### config.mk
export PLATFORM = sky130hd
export DESIGN_NAME = fbz_sequencer
export DESIGN_NICKNAME = d
export VERILOG_FILES = /design/src/verilog/fbz_pkg.sv /design/src/verilog/fbz_sync.sv /design/src/verilog/fbz_sequencer.sv
export SDC_FILE = /design/constraint.sdc
export NUM_CORES = 1
export LEC_CHECK = 0
export BUFFER_PORTS_ARGS = -buffer_cell sky130_fd_sc_hd__buf_4
export CORE_UTILIZATION = 57
export CTS_CLUSTER_SIZE = 10
export DETAILED_ROUTE_END_ITERATION = 6
export MAX_ROUTING_LAYER = met4
export PLACE_DENSITY = 0.83
export SLEW_MARGIN = 40
export SYNTH_ARGS = -nofsm -noshare
export SYNTH_HDL_FRONTEND = slang
export SYNTH_SLANG_ARGS = --single-unit
### constraint.sdc
create_clock -name clk_in -period 2 [get_ports clk_in]
set_input_delay 0.4 -clock clk_in [delete_from_list [all_inputs] [get_ports clk_in]]
set_output_delay 0.4 -clock clk_in [all_outputs]
set_load 0.05 [all_outputs]
### src/verilog/fbz_pkg.sv
// Purpose: Shared types and constants for the full-bridge ZVS sequencer.
// Assumes: 10 MHz clock; comparator and ramp decisions arrive as digital pins.
// Notes: Gate outputs are active high.

package fbz_pkg;

	// ==========================================================
	// Timing
	// ==========================================================
	localparam int CLK_MHZ = 10;
	// Dead time between a turn-off and the next turn-on, in ns.
	localparam int DEAD_TIME_NS = 200;
	localparam int DEAD_CYCLES = (DEAD_TIME_NS * CLK_MHZ + 999) / 1000;
	// Longest wait for a switch node transition before forcing on, in ns.
	localparam int NODE_WAIT_NS = 2000;
	localparam int NODE_WAIT_CYCLES = (NODE_WAIT_NS * CLK_MHZ) / 1000;
	localparam int CNT_W = 8;

	// ==========================================================
	// Reset values
	// ==========================================================
	localparam logic GATE_RESET = 1'b0;

	// ==========================================================
	// Types
	// ==========================================================
	typedef struct packed {
		logic high_a;
		logic low_a;
		logic high_b;
		logic low_b;
	} fbz_gates_s;

	// Comparator outputs for one switch node.
	typedef struct packed {
		logic node_low;
		logic node_high;
		logic zero_cross;
		logic over_current;
	} fbz_node_s;

	typedef enum logic [3:0] {
		ST_IDLE,
		ST_HA_LB,
		ST_WAIT_LA,
		ST_LA_LB,
		ST_WAIT_HB,
		ST_HB_LA,
		ST_WAIT_LB,
		ST_LB_LA,
		ST_WAIT_HA
	} fbz_state_e;

endpackage

### src/verilog/fbz_sync.sv
// Purpose: Two-stage synchroniser for a bundle of pin inputs.
// Assumes: Inputs are asynchronous to clk_in.
// Notes: Holds its state while clk_en_in is low.

`timescale 1ns/10ps

module fbz_sync #(
	parameter int WIDTH = 8
) (
	input wire logic clk_in,
	input wire logic reset_n_in,
	input wire logic clk_en_in,
	input wire logic [WIDTH-1:0] async_in,
	output logic [WIDTH-1:0] sync_out
);
	logic [WIDTH-1:0] meta_r;

	// ==========================================================
	// Two flip-flops
	// ==========================================================
	always_ff @(posedge clk_in or negedge reset_n_in) begin
		if (!reset_n_in) begin
			meta_r <= '0;
			sync_out <= '0;
		end else if (clk_en_in) begin
			meta_r <= async_in;
			sync_out <= meta_r;
		end
	end

endmodule

### src/verilog/fbz_sequencer.sv
// Purpose: Sequences the four gate drives of a ZVS full-bridge inverter.
// Assumes: Node comparators, on-time ramp and burst dimming come in on pins.
// Notes: Dead time and node-wait timeout are package constants.
//
// Overview of operation
// Cycle starts with high A and low B on; high A ends at on-time.
// After node A clamps low, turn on low A while low B stays on.
// With both lows on, drop low B when current falls to minimum threshold.
// After node B charges up, turn on high B; half cycle with low A.
// High B ends at on-time; low B turns on after node B low or the node-wait timeout.
// Both lows on, drop low A at threshold, then high A after node A rises.
// Each node feeds current-limit and zero-crossing comparators.
// Burst dimming signal gates the inverter on and off.
// High-side on-time ends when the ramp crosses the error voltage.
// Never drive high and low switches of one leg together.

`timescale 1ns/10ps

module fbz_sequencer (
	input wire logic clk_in,
	input wire logic reset_n_in,
	input wire logic clk_en_in,
	input wire fbz_pkg::fbz_node_s switch_node_a_in,
	input wire fbz_pkg::fbz_node_s switch_node_b_in,
	input wire logic ramp_cross_in,
	input wire logic burst_dimming_pwm_in,
	output fbz_pkg::fbz_gates_s gates_out,
	output logic over_current_out,
	output fbz_pkg::fbz_state_e state_out
);
	import fbz_pkg::*;

	localparam int SYNC_W = 10;

	logic [SYNC_W-1:0] sync_w;
	fbz_node_s node_a;
	fbz_node_s node_b;
	logic ramp_cross;
	logic burst_on;
	fbz_state_e state_r;
	fbz_state_e state_nxt;
	logic [CNT_W-1:0] cnt_r;
	logic cnt_clr;
	fbz_gates_s gates_nxt;

	// ==========================================================
	// Input synchronisers
	// ==========================================================
	fbz_sync #(
		.WIDTH(SYNC_W)
	) u_sync (
		.clk_in(clk_in),
		.reset_n_in(reset_n_in),
		.clk_en_in(clk_en_in),
		.async_in({switch_node_a_in, switch_node_b_in, ramp_cross_in,
			burst_dimming_pwm_in}),
		.sync_out(sync_w)
	);

	assign node_a = sync_w[9:6];
	assign node_b = sync_w[5:2];
	assign ramp_cross = sync_w[1];
	assign burst_on = sync_w[0];

	function automatic logic cnt_done(input logic [CNT_W-1:0] c,
		input int lim);
		cnt_done = (c >= CNT_W'(lim));
	endfunction

	// ==========================================================
	// Sequencer
	// ==========================================================
	always_comb begin
		state_nxt = state_r;
		cnt_clr = 1'b0;
		case (state_r)
			ST_IDLE: begin
				if (burst_on) begin
					state_nxt = ST_HA_LB;
					cnt_clr = 1'b1;
				end
			end
			ST_HA_LB: begin
				if (ramp_cross) begin // see
					state_nxt = ST_WAIT_LA;
					cnt_clr = 1'b1;
				end
			end
			ST_WAIT_LA: begin
				// Node A low means the body diode clamps it; switch at ZVS.
				if (cnt_done(cnt_r, DEAD_CYCLES) &&
					(node_a.node_low || cnt_done(cnt_r, NODE_WAIT_CYCLES))) begin
					state_nxt = ST_LA_LB;
					cnt_clr = 1'b1;
				end
			end
			ST_LA_LB: begin
				if (node_b.zero_cross) begin // see
					state_nxt = burst_on ? ST_WAIT_HB : ST_IDLE;
					cnt_clr = 1'b1;
				end
			end
			ST_WAIT_HB: begin
				if (cnt_done(cnt_r, DEAD_CYCLES) &&
					(node_b.node_high || cnt_done(cnt_r, NODE_WAIT_CYCLES))) begin
					state_nxt = ST_HB_LA;
					cnt_clr = 1'b1;
				end
			end
			ST_HB_LA: begin
				if (ramp_cross) begin // see
					state_nxt = ST_WAIT_LB;
					cnt_clr = 1'b1;
				end
			end
			ST_WAIT_LB: begin
				if (cnt_done(cnt_r, DEAD_CYCLES) &&
					(node_b.node_low || cnt_done(cnt_r, NODE_WAIT_CYCLES))) begin
					state_nxt = ST_LB_LA;
					cnt_clr = 1'b1;
				end
			end
			ST_LB_LA: begin
				if (node_a.zero_cross) begin // see
					state_nxt = burst_on ? ST_WAIT_HA : ST_IDLE;
					cnt_clr = 1'b1;
				end
			end
			ST_WAIT_HA: begin
				if (cnt_done(cnt_r, DEAD_CYCLES) &&
					(node_a.node_high || cnt_done(cnt_r, NODE_WAIT_CYCLES))) begin
					state_nxt = ST_HA_LB;
					cnt_clr = 1'b1;
				end
			end
			default: begin
				state_nxt = ST_IDLE;
			end
		endcase
		// Overcurrent ends the high-side on-time early, like the ramp.
		if (state_r == ST_HA_LB && node_b.over_current) begin
			state_nxt = ST_WAIT_LA;
			cnt_clr = 1'b1;
		end
		if (state_r == ST_HB_LA && node_a.over_current) begin
			state_nxt = ST_WAIT_LB;
			cnt_clr = 1'b1;
		end
	end

	always_ff @(posedge clk_in or negedge reset_n_in) begin
		if (!reset_n_in) begin
			state_r <= ST_IDLE;
		end else if (clk_en_in) begin
			state_r <= state_nxt;
		end
	end

	// ==========================================================
	// Wait counter
	// ==========================================================
	always_ff @(posedge clk_in or negedge reset_n_in) begin
		if (!reset_n_in) begin
			cnt_r <= '0;
		end else if (clk_en_in) begin
			if (cnt_clr) begin
				cnt_r <= '0;
			end else if (cnt_r != '1) begin
				cnt_r <= cnt_r + CNT_W'(1);
			end
		end
	end

	// ==========================================================
	// Gate decode
	// ==========================================================
	always_comb begin
		gates_nxt = '0;
		case (state_nxt)
			ST_HA_LB: begin
				gates_nxt.high_a = 1'b1;
				gates_nxt.low_b = 1'b1;
			end
			ST_WAIT_LA: begin
				gates_nxt.low_b = 1'b1;
			end
			ST_LA_LB, ST_LB_LA: begin
				gates_nxt.low_a = 1'b1;
				gates_nxt.low_b = 1'b1;
			end
			ST_WAIT_HB: begin
				gates_nxt.low_a = 1'b1;
			end
			ST_HB_LA: begin
				gates_nxt.high_b = 1'b1;
				gates_nxt.low_a = 1'b1;
			end
			ST_WAIT_LB: begin
				gates_nxt.low_a = 1'b1;
			end
			ST_WAIT_HA: begin
				gates_nxt.low_b = 1'b1;
			end
			default: begin
				gates_nxt = '0;
			end
		endcase
		// A belt-and-braces interlock in case the decode is ever edited.
		if (gates_nxt.high_a) begin
			gates_nxt.low_a = 1'b0;
		end
		if (gates_nxt.high_b) begin
			gates_nxt.low_b = 1'b0;
		end
	end

	always_ff @(posedge clk_in or negedge reset_n_in) begin
		if (!reset_n_in) begin
			gates_out <= '{GATE_RESET, GATE_RESET, GATE_RESET, GATE_RESET};
			state_out <= ST_IDLE;
		end else if (clk_en_in) begin
			gates_out <= gates_nxt;
			state_out <= state_nxt;
		end
	end

	always_ff @(posedge clk_in or negedge reset_n_in) begin
		if (!reset_n_in) begin
			over_current_out <= 1'b0;
		end else if (clk_en_in) begin
			over_current_out <= node_a.over_current | node_b.over_current;
		end
	end

endmodule

==> flow_metrics.tcl, run 1 <==
set metrics [dict create \
    worst_slew_pin_slew_ns 0.631 \
    r2r-start "cnt_r[0]" \
    root_buffer "clkbuf_4" \
    cp_slowest_cell "dfrtp_1" \
    die_h_microns 59.8 \
    totalWireLength_microns 3680 \
    antenna_left 0 \
    dr.pass1.iters 4 \
    insertion_delay_ns 0.34 \
    period_share_pct 92.1 \
    drive_gt1_share_pct 30.7 \
    fmaxAchievable_mhz 543 \
    portBuffers 21 \
    grt_pass1_vias 1407 \
    vias 1427 \
    syn_inst 178 \
    antenna_found_initial 0 \
    grtUsageTotal_pct 23.8 \
    overflow 0 \
    fin_util_pct 68.5 \
    clk_pin_slew_ns 0.12 \
    crit_path_frequent_cell "o21ai_0" \
    startpoint_type "flop" \
    final_net_count 213 \
    fp.coreArea_sq_um 3100 \
    synth.ff_latch_count 37 \
    p_leak_uw 0.000904 \
    synth_cell_types 40 \
    hold_class "input port to asynchronous set/reset pin" \
    fin_ws_ns 0.158 \
    io_pins 22 \
    cp.arrival_ns 2.09 \
    synth_fa_ha_area_share_pct 1.31 \
    wire_per_inst_microns 15.1 \
    drv_cap 0 \
    min_period_ns 1.84 \
    htreeDepth 2 \
    yosys_warnings 0 \
    num_antenna_cells 0 \
    synth_top_family_by_area "compound AO/OA/AOI/OAI gates" \
    violations "negative hold slack" \
    cp_cell_sequence "ha_1 -> and2_1 -> a41oi_1 -> nand3_1 -> nor3b_1 -> o21ai_0 -> o21ai_0" \
    r2r-end "cnt_r[5]" \
    end_kind "flop" \
    power_density_nw_per_um2 1220 \
    syn_area_sq_um 1910 \
    numCtsBuffers 5 \
    max_slew_margin_pct 57.3 \
    slew_viol_final 0 \
    path_class "flop to flop" \
    die_w_microns 59.8 \
    hold_viol_final 7 \
    synth_seq_area_share_pct 48.6 \
    rows 20 \
    place_worst_setup_slack_ns 0.0841 \
    post-dp-hpwl_microns 2550 \
    max_stage_delay_ns 0.44 \
    via_per_inst 5.87 \
    grt_pass1_wl_microns 6090 \
    start_util_pct 61.4 \
    clock_path_buffers 2 \
    critPathMaxFanout 4 \
    gp_congestion 0.845 \
    fin_tns_setup_ns 0 \
    final_cell_mix "35 x dfrtp_1, 23 x buf_4, 22 x mux2_2, 13 x a21oi_1" \
    worst_clock_skew_ns 0.0113 \
    cts_tree "built" \
    postSynthAreaPerCell_sq_um 10.7 \
    irDropWorstVdd_mv 0.778 \
    synth_xor_area_share_pct 0 \
    synth-compound-area-share_pct 16.7 \
    status "complete, but fails checks" \
    fin_hold_ws_ns -0.00488 \
    die_area_sq_um 3580 \
    crit_required_ns 2.25 \
    synth_mux_area_share_pct 15.6 \
    final_common_cell "dfrtp_1" \
    grt_start_max_net_pins 51 \
    syn_to_final_growth_pct 11.6 \
    reg2regPathDepth 7 \
    r2r_slack_ns 0.16 \
    clkSinkCount 37 \
    rsz0062_at_grt "no" \
    setup_viol 0 \
    route.detailed.drc 0 \
    dr.first_iter.drc_count 82 \
    synthSimpleGateAreaFrac_pct 12.5 \
    syn-num-nets 193 \
]
## logic make-up after synthesis
group                      count (synthesis)
AOI/OAI and AO/OA                         47
adders and majority gates                  2
buffers and inverters                     19
DFF                                       37
muxes                                     27
and+or+nand+nor                           46
## flip-flops by register name, summed over array words and instances, names as in the netlist
name and count:
u_sync.meta_r 10, over_current_out 1, state_out 4, u_sync.sync_out 10, cnt_r 8, gates_out 4
## Yosys cell counts (all sizes together)
master | instances | share of area, %
mux2 | 22 | 13
a21boi | 1 | 0.59
or2b | 1 | 0.39
clkbuf | 1 | 0.20
ha | 2 | 1.3
nand3b | 1 | 0.39
a21oi | 13 | 3.4
o2111ai | 1 | 0.46
nand4 | 1 | 0.33
nand2 | 7 | 1.4
and2 | 2 | 0.66
o211ai | 1 | 0.39
nor3b | 1 | 0.39
nor2b | 2 | 0.66
a41oi | 1 | 0.46
o31ai | 1 | 0.39
a21o | 1 | 0.39
nor4b | 1 | 0.46
a31oi | 6 | 2.3
buf | 9 | 3.2
dfrtp | 37 | 49
o21ai | 12 | 3.2
a41o | 1 | 0.53
inv | 9 | 1.8
and3 | 3 | 0.99
nand3 | 7 | 1.8
a211oi | 4 | 2.2
o2bb2a | 1 | 1.1
nor3 | 7 | 2.4
nor2 | 12 | 2.4
nand2b | 1 | 0.33
mux2i | 5 | 2.6
o22ai | 3 | 0.99
o21a | 1 | 0.39
## metrics by stage
| step | area [sq um] | instances | total power (uW) | hold WS, ns |
|---|---|---|---|---|
| 2_1_floorplan | 1910 | 178 | 1960 | 0.104 |
| 3_3_place_gp | 2070 | 235 | 2140 | 0.377 |
| 6_report | 2130 | 243 | 2590 | -0.00488 |
| 5_1_grt | 2130 | 243 | 2760 | 0.0171 |
| 3_5_place_dp | 2070 | 235 | 2200 | 0.383 |
| 4_1_cts | 2120 | 243 | 2580 | 0.00503 |
## per-layer routing
layer	vias to the layer above	share of wire, %	GRT usage, %
li1	684	-	-
met1	709	45	29.5
met2	27	50	37.3
met3	7	3.0	4.98
met4	0	1.5	10.6
met5	-	0	-
## critical path, delay by kind of cell (launching register included)
family / cells / cell delay, ns
DFF: 1 / 0.44
adders and majority gates: 1 / 0.24
and+or+nand+nor: 3 / 0.53
AOI/OAI and AO/OA: 3 / 0.54
## where the power goes
part           total, uW  switching, uW  internal [uW]
Combinational       1110            661            452
Clock                378            244            134
Sequential          1100            198            901
Total               2590           1100           1490
## worst max path at each step
stage	start	slack, ns	endpoint
finish	cnt_r[0]	0.16	cnt_r[5]
floorplan	state_out[0]	0.07	cnt_r[1]
global route	cnt_r[1]	0.03	cnt_r[5]
global placement	state_out[1]	0.14	cnt_r[1]
detailed placement	state_out[1]	0.08	cnt_r[1]
CTS	state_out[1]	0.03	cnt_r[1]
## area by class of cell
type                            count  area [sq um]
Sequential cell                    37           928
Timing Repair Buffer               23           173
Inverter                            9          33.8
Clock inverter                      2          10.0
Clock buffer                        6          41.3
Fill cell                         262           976
Tap cell                           44          55.1
Multi-Input combinational cell    122           886
## what timing repair did
action	4_1_cts	5_1_grt
endpoints found under the setup margin	0	7
hold buffers	0	0
buffers inserted	0	0
gates resized for setup	0	4
(Power assumes the default switching activity.)
==> run 2: changes to the inputs <==
--- a/config.mk
+++ b/config.mk
@@ -11,6 +11,7 @@
 export DETAILED_ROUTE_END_ITERATION = 6
 export MAX_ROUTING_LAYER = met4
 export PLACE_DENSITY = 0.83
+export RECOVER_POWER = 50
 export SLEW_MARGIN = 40
 export SYNTH_ARGS = -nofsm -noshare
 export SYNTH_HDL_FRONTEND = slang
==> run 2 against run 1 <==
Net effect:
- the flow now finishes without violations
- clock power hardly changed
- combinational power hardly changed
- register-to-register slack hardly changed
- maximum frequency stayed put
- die area stayed put
- sequential share of layout area is 0.051 points higher
- power hardly changed
- largest cell class unchanged
==> flow_metrics.tcl, run 2 (synthesis results as in run 1) <==
set metrics [dict create \
    status "finished, final reports clean" \
    worst_slew_pin_slew_ns 0.887 \
    final_cell_mix "35 x dfrtp_1, 22 x mux2_2, 22 x buf_4, 13 x a21oi_1" \
    route.detailed.drc 0 \
    gp_congestion 0.845 \
    totalWireLength_microns 3680 \
    hold_viol_final 0 \
    antenna_found_initial 0 \
    root_buffer "clkbuf_4" \
    grt_pass1_wl_microns 6090 \
    cts_tree "built" \
    grt_busiest_layer "met2" \
    insertion_delay_ns 0.34 \
    drv_cap 0 \
    die_h_microns 59.8 \
    numCtsBuffers 5 \
    num_antenna_cells 0 \
    clock_path_buffers 2 \
    period_share_pct 92.1 \
    startpoint_type "flop" \
    multi_input_area_sq_um 886 \
    grt_use_met2_pct 37.3 \
    use_met3_pct 4.98 \
    slew_viol_final 0 \
    grtUsageTotal_pct 23.8 \
    vias 1427 \
    hold_buffers 0 \
    clk_pin_slew_ns 0.12 \
    fp.coreArea_sq_um 3100 \
    end_kind "flop" \
    drive_gt1_share_pct 30.7 \
    portBuffers 21 \
    io_pins 22 \
    final_common_cell "dfrtp_1" \
    seqCellArea_sq_um 928 \
    worst_clock_skew_ns 0.0113 \
    irDropWorstVdd_mv 0.778 \
    power_density_nw_per_um2 1220 \
    top_regs "u_sync.meta_r (10), u_sync.sync_out (10), cnt_r (8)" \
    critPathMaxFanout 4 \
    rows 20 \
    fill_cells 263 \
    cp.arrival_ns 2.09 \
    wire_per_inst_microns 15.1 \
    reg2regPathDepth 7 \
    fmaxAchievable_mhz 543 \
    hold_class "input port to asynchronous set/reset pin" \
    dr.first_iter.drc_count 82 \
    clkSinkCount 37 \
    htreeDepth 2 \
    min_period_ns 1.84 \
    rsz0062_at_grt "no" \
    crit_required_ns 2.25 \
    setup_viol 0 \
    die_w_microns 59.8 \
    start_util_pct 61.4 \
    final_net_count 213 \
    syn_to_final_growth_pct 11.5 \
    grt_pass1_vias 1407 \
    fin_hold_ws_ns 0.159 \
    grtUsageMet1_pct 29.5 \
    p_leak_uw 0.000903 \
    path_class "flop to flop" \
    via_per_inst 5.87 \
    post-dp-hpwl_microns 2550 \
    p_total_uw 2590 \
    max_slew_margin_pct 40.9 \
    grt_start_max_net_pins 51 \
    die_area_sq_um 3580 \
    dr.pass1.iters 4 \
    antenna_left 0 \
    overflow 0 \
    fin_tns_setup_ns 0 \
]
[run 2: metrics by stage]
stage / worst slack, ns / instances / area [sq um] / util, %
floorplan: 0.0700 / 178 / 1910 / -
global placement: 0.141 / 235 / 2070 / 66.7
detailed placement: 0.0841 / 235 / 2070 / 66.7
CTS: 0.0333 / 243 / 2120 / 68.3
global route: 0.0337 / 243 / 2120 / 68.5
finish: 0.158 / 243 / 2120 / 68.5
[run 2: report_power, final]
part	total (uW)	switching (uW)	internal (uW)
Clock	378	244	134
Combinational	1110	661	452
Sequential	1100	198	901
[run 2: what timing repair did]
item | CTS | global route
setup buffers | 0 | 0
setup endpoints to repair | 0 | 7
resized for setup | 0 | 4
[run 2: layout make-up]
| class | instances | share of cell area [%] |
|---|---|---|
| sequential | 37 | 43.7 |
| multi-input combinational | 122 | 41.7 |
| timing repair buffer | 23 | 8.01 |
| clock inverter | 2 | 0.471 |
| inverter | 9 | 1.59 |
| clock buffer | 6 | 1.94 |
| tap | 44 | 2.59 |
[run 2: final timing paths]
kind                                           start                to  slack, ns
worst max-delay path                        cnt_r[0]          cnt_r[5]       0.16
worst max register to register              cnt_r[0]          cnt_r[5]       0.16
max in group asynchronous                 reset_n_in      state_out[2]       1.23
worst min-delay path                      reset_n_in      gates_out[0]       0.16
min in group clk_in             burst_dimming_pwm_in  u_sync.meta_r[0]       0.29
worst min register to register      u_sync.meta_r[7]  u_sync.meta_r[7]       0.51
[run 2: per-layer routing]
layer  vias to the layer above  wire, microns
met5                         -              0
met4                         0             55
met3                         7            110
met2                        27           1840
met1                       709           1670
li1                        684              -
[run 2: worst max-delay path: stages, from the launching register on]
cell	delay, ns
dfrtp_1	0.44
ha_1	0.24
and2_1	0.20
a41oi_1	0.36
nand3_1	0.13
nor3b_1	0.20
o21ai_0	0.10
o21ai_0	0.08
==> run 3: changes to the inputs <==
--- a/config.mk
+++ b/config.mk
@@ -9,7 +9,6 @@
 export CORE_UTILIZATION = 57
 export CTS_CLUSTER_SIZE = 10
 export DETAILED_ROUTE_END_ITERATION = 6
-export MAX_ROUTING_LAYER = met4
 export PLACE_DENSITY = 0.83
 export RECOVER_POWER = 50
 export SLEW_MARGIN = 40
==> constraint.sdc (replaced) <==
create_clock -name clk_in -period 2 [get_ports clk_in]
set_input_delay 0.2 -clock clk_in [delete_from_list [all_inputs] [get_ports clk_in]]
set_output_delay 0.2 -clock clk_in [all_outputs]
set_load 0.05 [all_outputs]
==> run 3 against run 2 <==
Net effect:
- largest cell class unchanged
- design area rose by 0.29%
- clock skew fell by 0.0046 ns
- final cell count did not move
- worst setup slack got worse by 0.025 ns
- power fell by 1.2%
- register-to-register slack got worse by 0.02 ns
- largest power group is now registers
- worst hold slack got worse by 0.076 ns
- critical endpoint is now cnt_r[1]
- flip-flop and latch count did not move
==> flow_metrics.tcl, run 3 (synthesis results as in run 1) <==
set metrics [dict create \
    irDropWorstVdd_mv 0.671 \
    period_share_pct 93.3 \
    grt_pass1_vias 1399 \
    end_kind "flop" \
    hold_viol_final 0 \
    syn_to_final_growth_pct 11.8 \
    post-dp-hpwl_microns 2470 \
    grt_start_max_net_pins 51 \
    gp_congestion 0.874 \
    dr.first_iter.drc_count 99 \
    num_antenna_cells 0 \
    worst_slew_pin_slew_ns 0.886 \
    rsz0062_at_grt "no" \
    die_w_microns 59.8 \
    final_cell_mix "35 x dfrtp_1, 22 x mux2_2, 21 x buf_4, 13 x a21oi_1" \
    final_net_count 213 \
    startpoint_type "flop" \
    clkSinkCount 37 \
    clk_pin_slew_ns 0.11 \
    overflow 0 \
    fmaxAchievable_mhz 536 \
    insertion_delay_ns 0.34 \
    antenna_left 0 \
    portBuffers 21 \
    vias 1430 \
    totalWireLength_microns 3660 \
    p_leak_uw 0.000902 \
    path_class "flop to flop" \
    antenna_found_initial 0 \
    drv_cap 0 \
    rows 20 \
    dr.pass1.iters 4 \
    critPathMaxFanout 10 \
    post_cts_buffers 0 \
    power_density_nw_per_um2 1200 \
    hold_class "input port to flop" \
    crit_required_ns 2.24 \
    worst_clock_skew_ns 0.00670 \
    die_h_microns 59.8 \
    numCtsBuffers 5 \
    htreeDepth 2 \
    fill_cells 268 \
    multi_input_area_sq_um 890 \
    fp.coreArea_sq_um 3100 \
    min_period_ns 1.87 \
    start_util_pct 61.4 \
    seqCellArea_sq_um 928 \
    root_buffer "clkbuf_4" \
    grt_pass1_wl_microns 6210 \
    p_total_uw 2560 \
    via_per_inst 5.88 \
    placedCellCount 234 \
    final_common_cell "dfrtp_1" \
    top_regs "u_sync.meta_r (10), u_sync.sync_out (10), cnt_r (8)" \
    route.detailed.drc 0 \
    status "finished, final reports clean" \
    drive_gt1_share_pct 30.7 \
    finalNonFillerCells 243 \
    fin_tns_setup_ns 0 \
    io_pins 22 \
    setup_viol 0 \
    die_area_sq_um 3580 \
    wire_per_inst_microns 15.0 \
    cp.arrival_ns 2.10 \
    max_slew_margin_pct 40.9 \
    clock_path_buffers 2 \
    slew_viol_final 0 \
    grtUsageTotal_pct 23.5 \
    cts_tree "built" \
]
-- run 3: cell types whose count changed in the layout (fill, tap and decap cells not counted) --
cell / before / now
a41oi_1: 1 / 0
and3_2: 0 / 1
and3_4: 1 / 0
dlygate4sd3_1: 0 / 1
buf_4: 22 / 21
a41oi_2: 0 / 1
-- run 3: worst max-delay path, cell delays in order (launching register included) --
cell and delay, ns:
dfrtp_1 0.55, nand2b_1 0.18, nor3_1 0.36, a211oi_1 0.10
and3_2 0.30, a21boi_2 0.16, o22ai_1 0.10
-- run 3: final timing paths --
check | start | to | slack [ns] | cells after the start
worst max-delay path | state_out[0] | cnt_r[1] | 0.13 | 6
worst min-delay path | switch_node_b_in[1] | u_sync.meta_r[3] | 0.08 | 2
worst max register to register | state_out[0] | cnt_r[1] | 0.13 | 6
worst min register to register | u_sync.meta_r[3] | u_sync.sync_out[3] | 0.51 | 1
max in group asynchronous | reset_n_in | state_out[2] | 0.89 | 2
min in group asynchronous | reset_n_in | cnt_r[5] | 0.50 | 2
-- run 3: metal layers --
layer  share of wire (%)  wire length, microns  global-route usage (%)
met2                  50                  1840                    39.8
met1                  43                  1590                    28.6
met4                 1.3                    46                    7.97
met5                   0                     0                       0
met3                 4.9                   180                    6.71
-- run 3: stage by stage --
step | hold WS, ns | utilization (%) | setup WS [ns] | instance area, sq um
after floorplan | -0.0956 | - | 0.0700 | 1910
after global placement | 0.177 | 66.4 | 0.120 | 2060
after detailed placement | 0.189 | 66.4 | 0.0328 | 2060
after CTS | 0.0691 | 68.4 | 0.0405 | 2120
after global routing | 0.0557 | 68.7 | 0.00790 | 2130
final | 0.0836 | 68.7 | 0.134 | 2130
-- run 3: layout make-up --
type                       instances  share of cell area (%)
multi-input combinational        122                    41.7
clock buffer                       6                    1.94
sequential                        37                    43.6
inverter                           9                    1.59
tap                               44                    2.58
clock inverter                     2                   0.470
timing repair buffer              23                    8.10
-- run 3: power breakdown --
| part | leakage [uW] | total, uW | switching, uW | internal [uW] |
|---|---|---|---|---|
| Combinational | 0.000420 | 1090 | 653 | 434 |
| Clock | 0.0000320 | 382 | 248 | 134 |
| Sequential | 0.000450 | 1090 | 189 | 901 |
| Total | 0.000902 | 2560 | 1090 | 1470 |
-- run 3: what timing repair did --
item / 4_1_cts / 5_1_grt
hold buffers: 1 / 0
endpoints found under the setup margin: 1 / 9
hold endpoints to repair: 37 / 0
gates resized for setup: 1 / 3
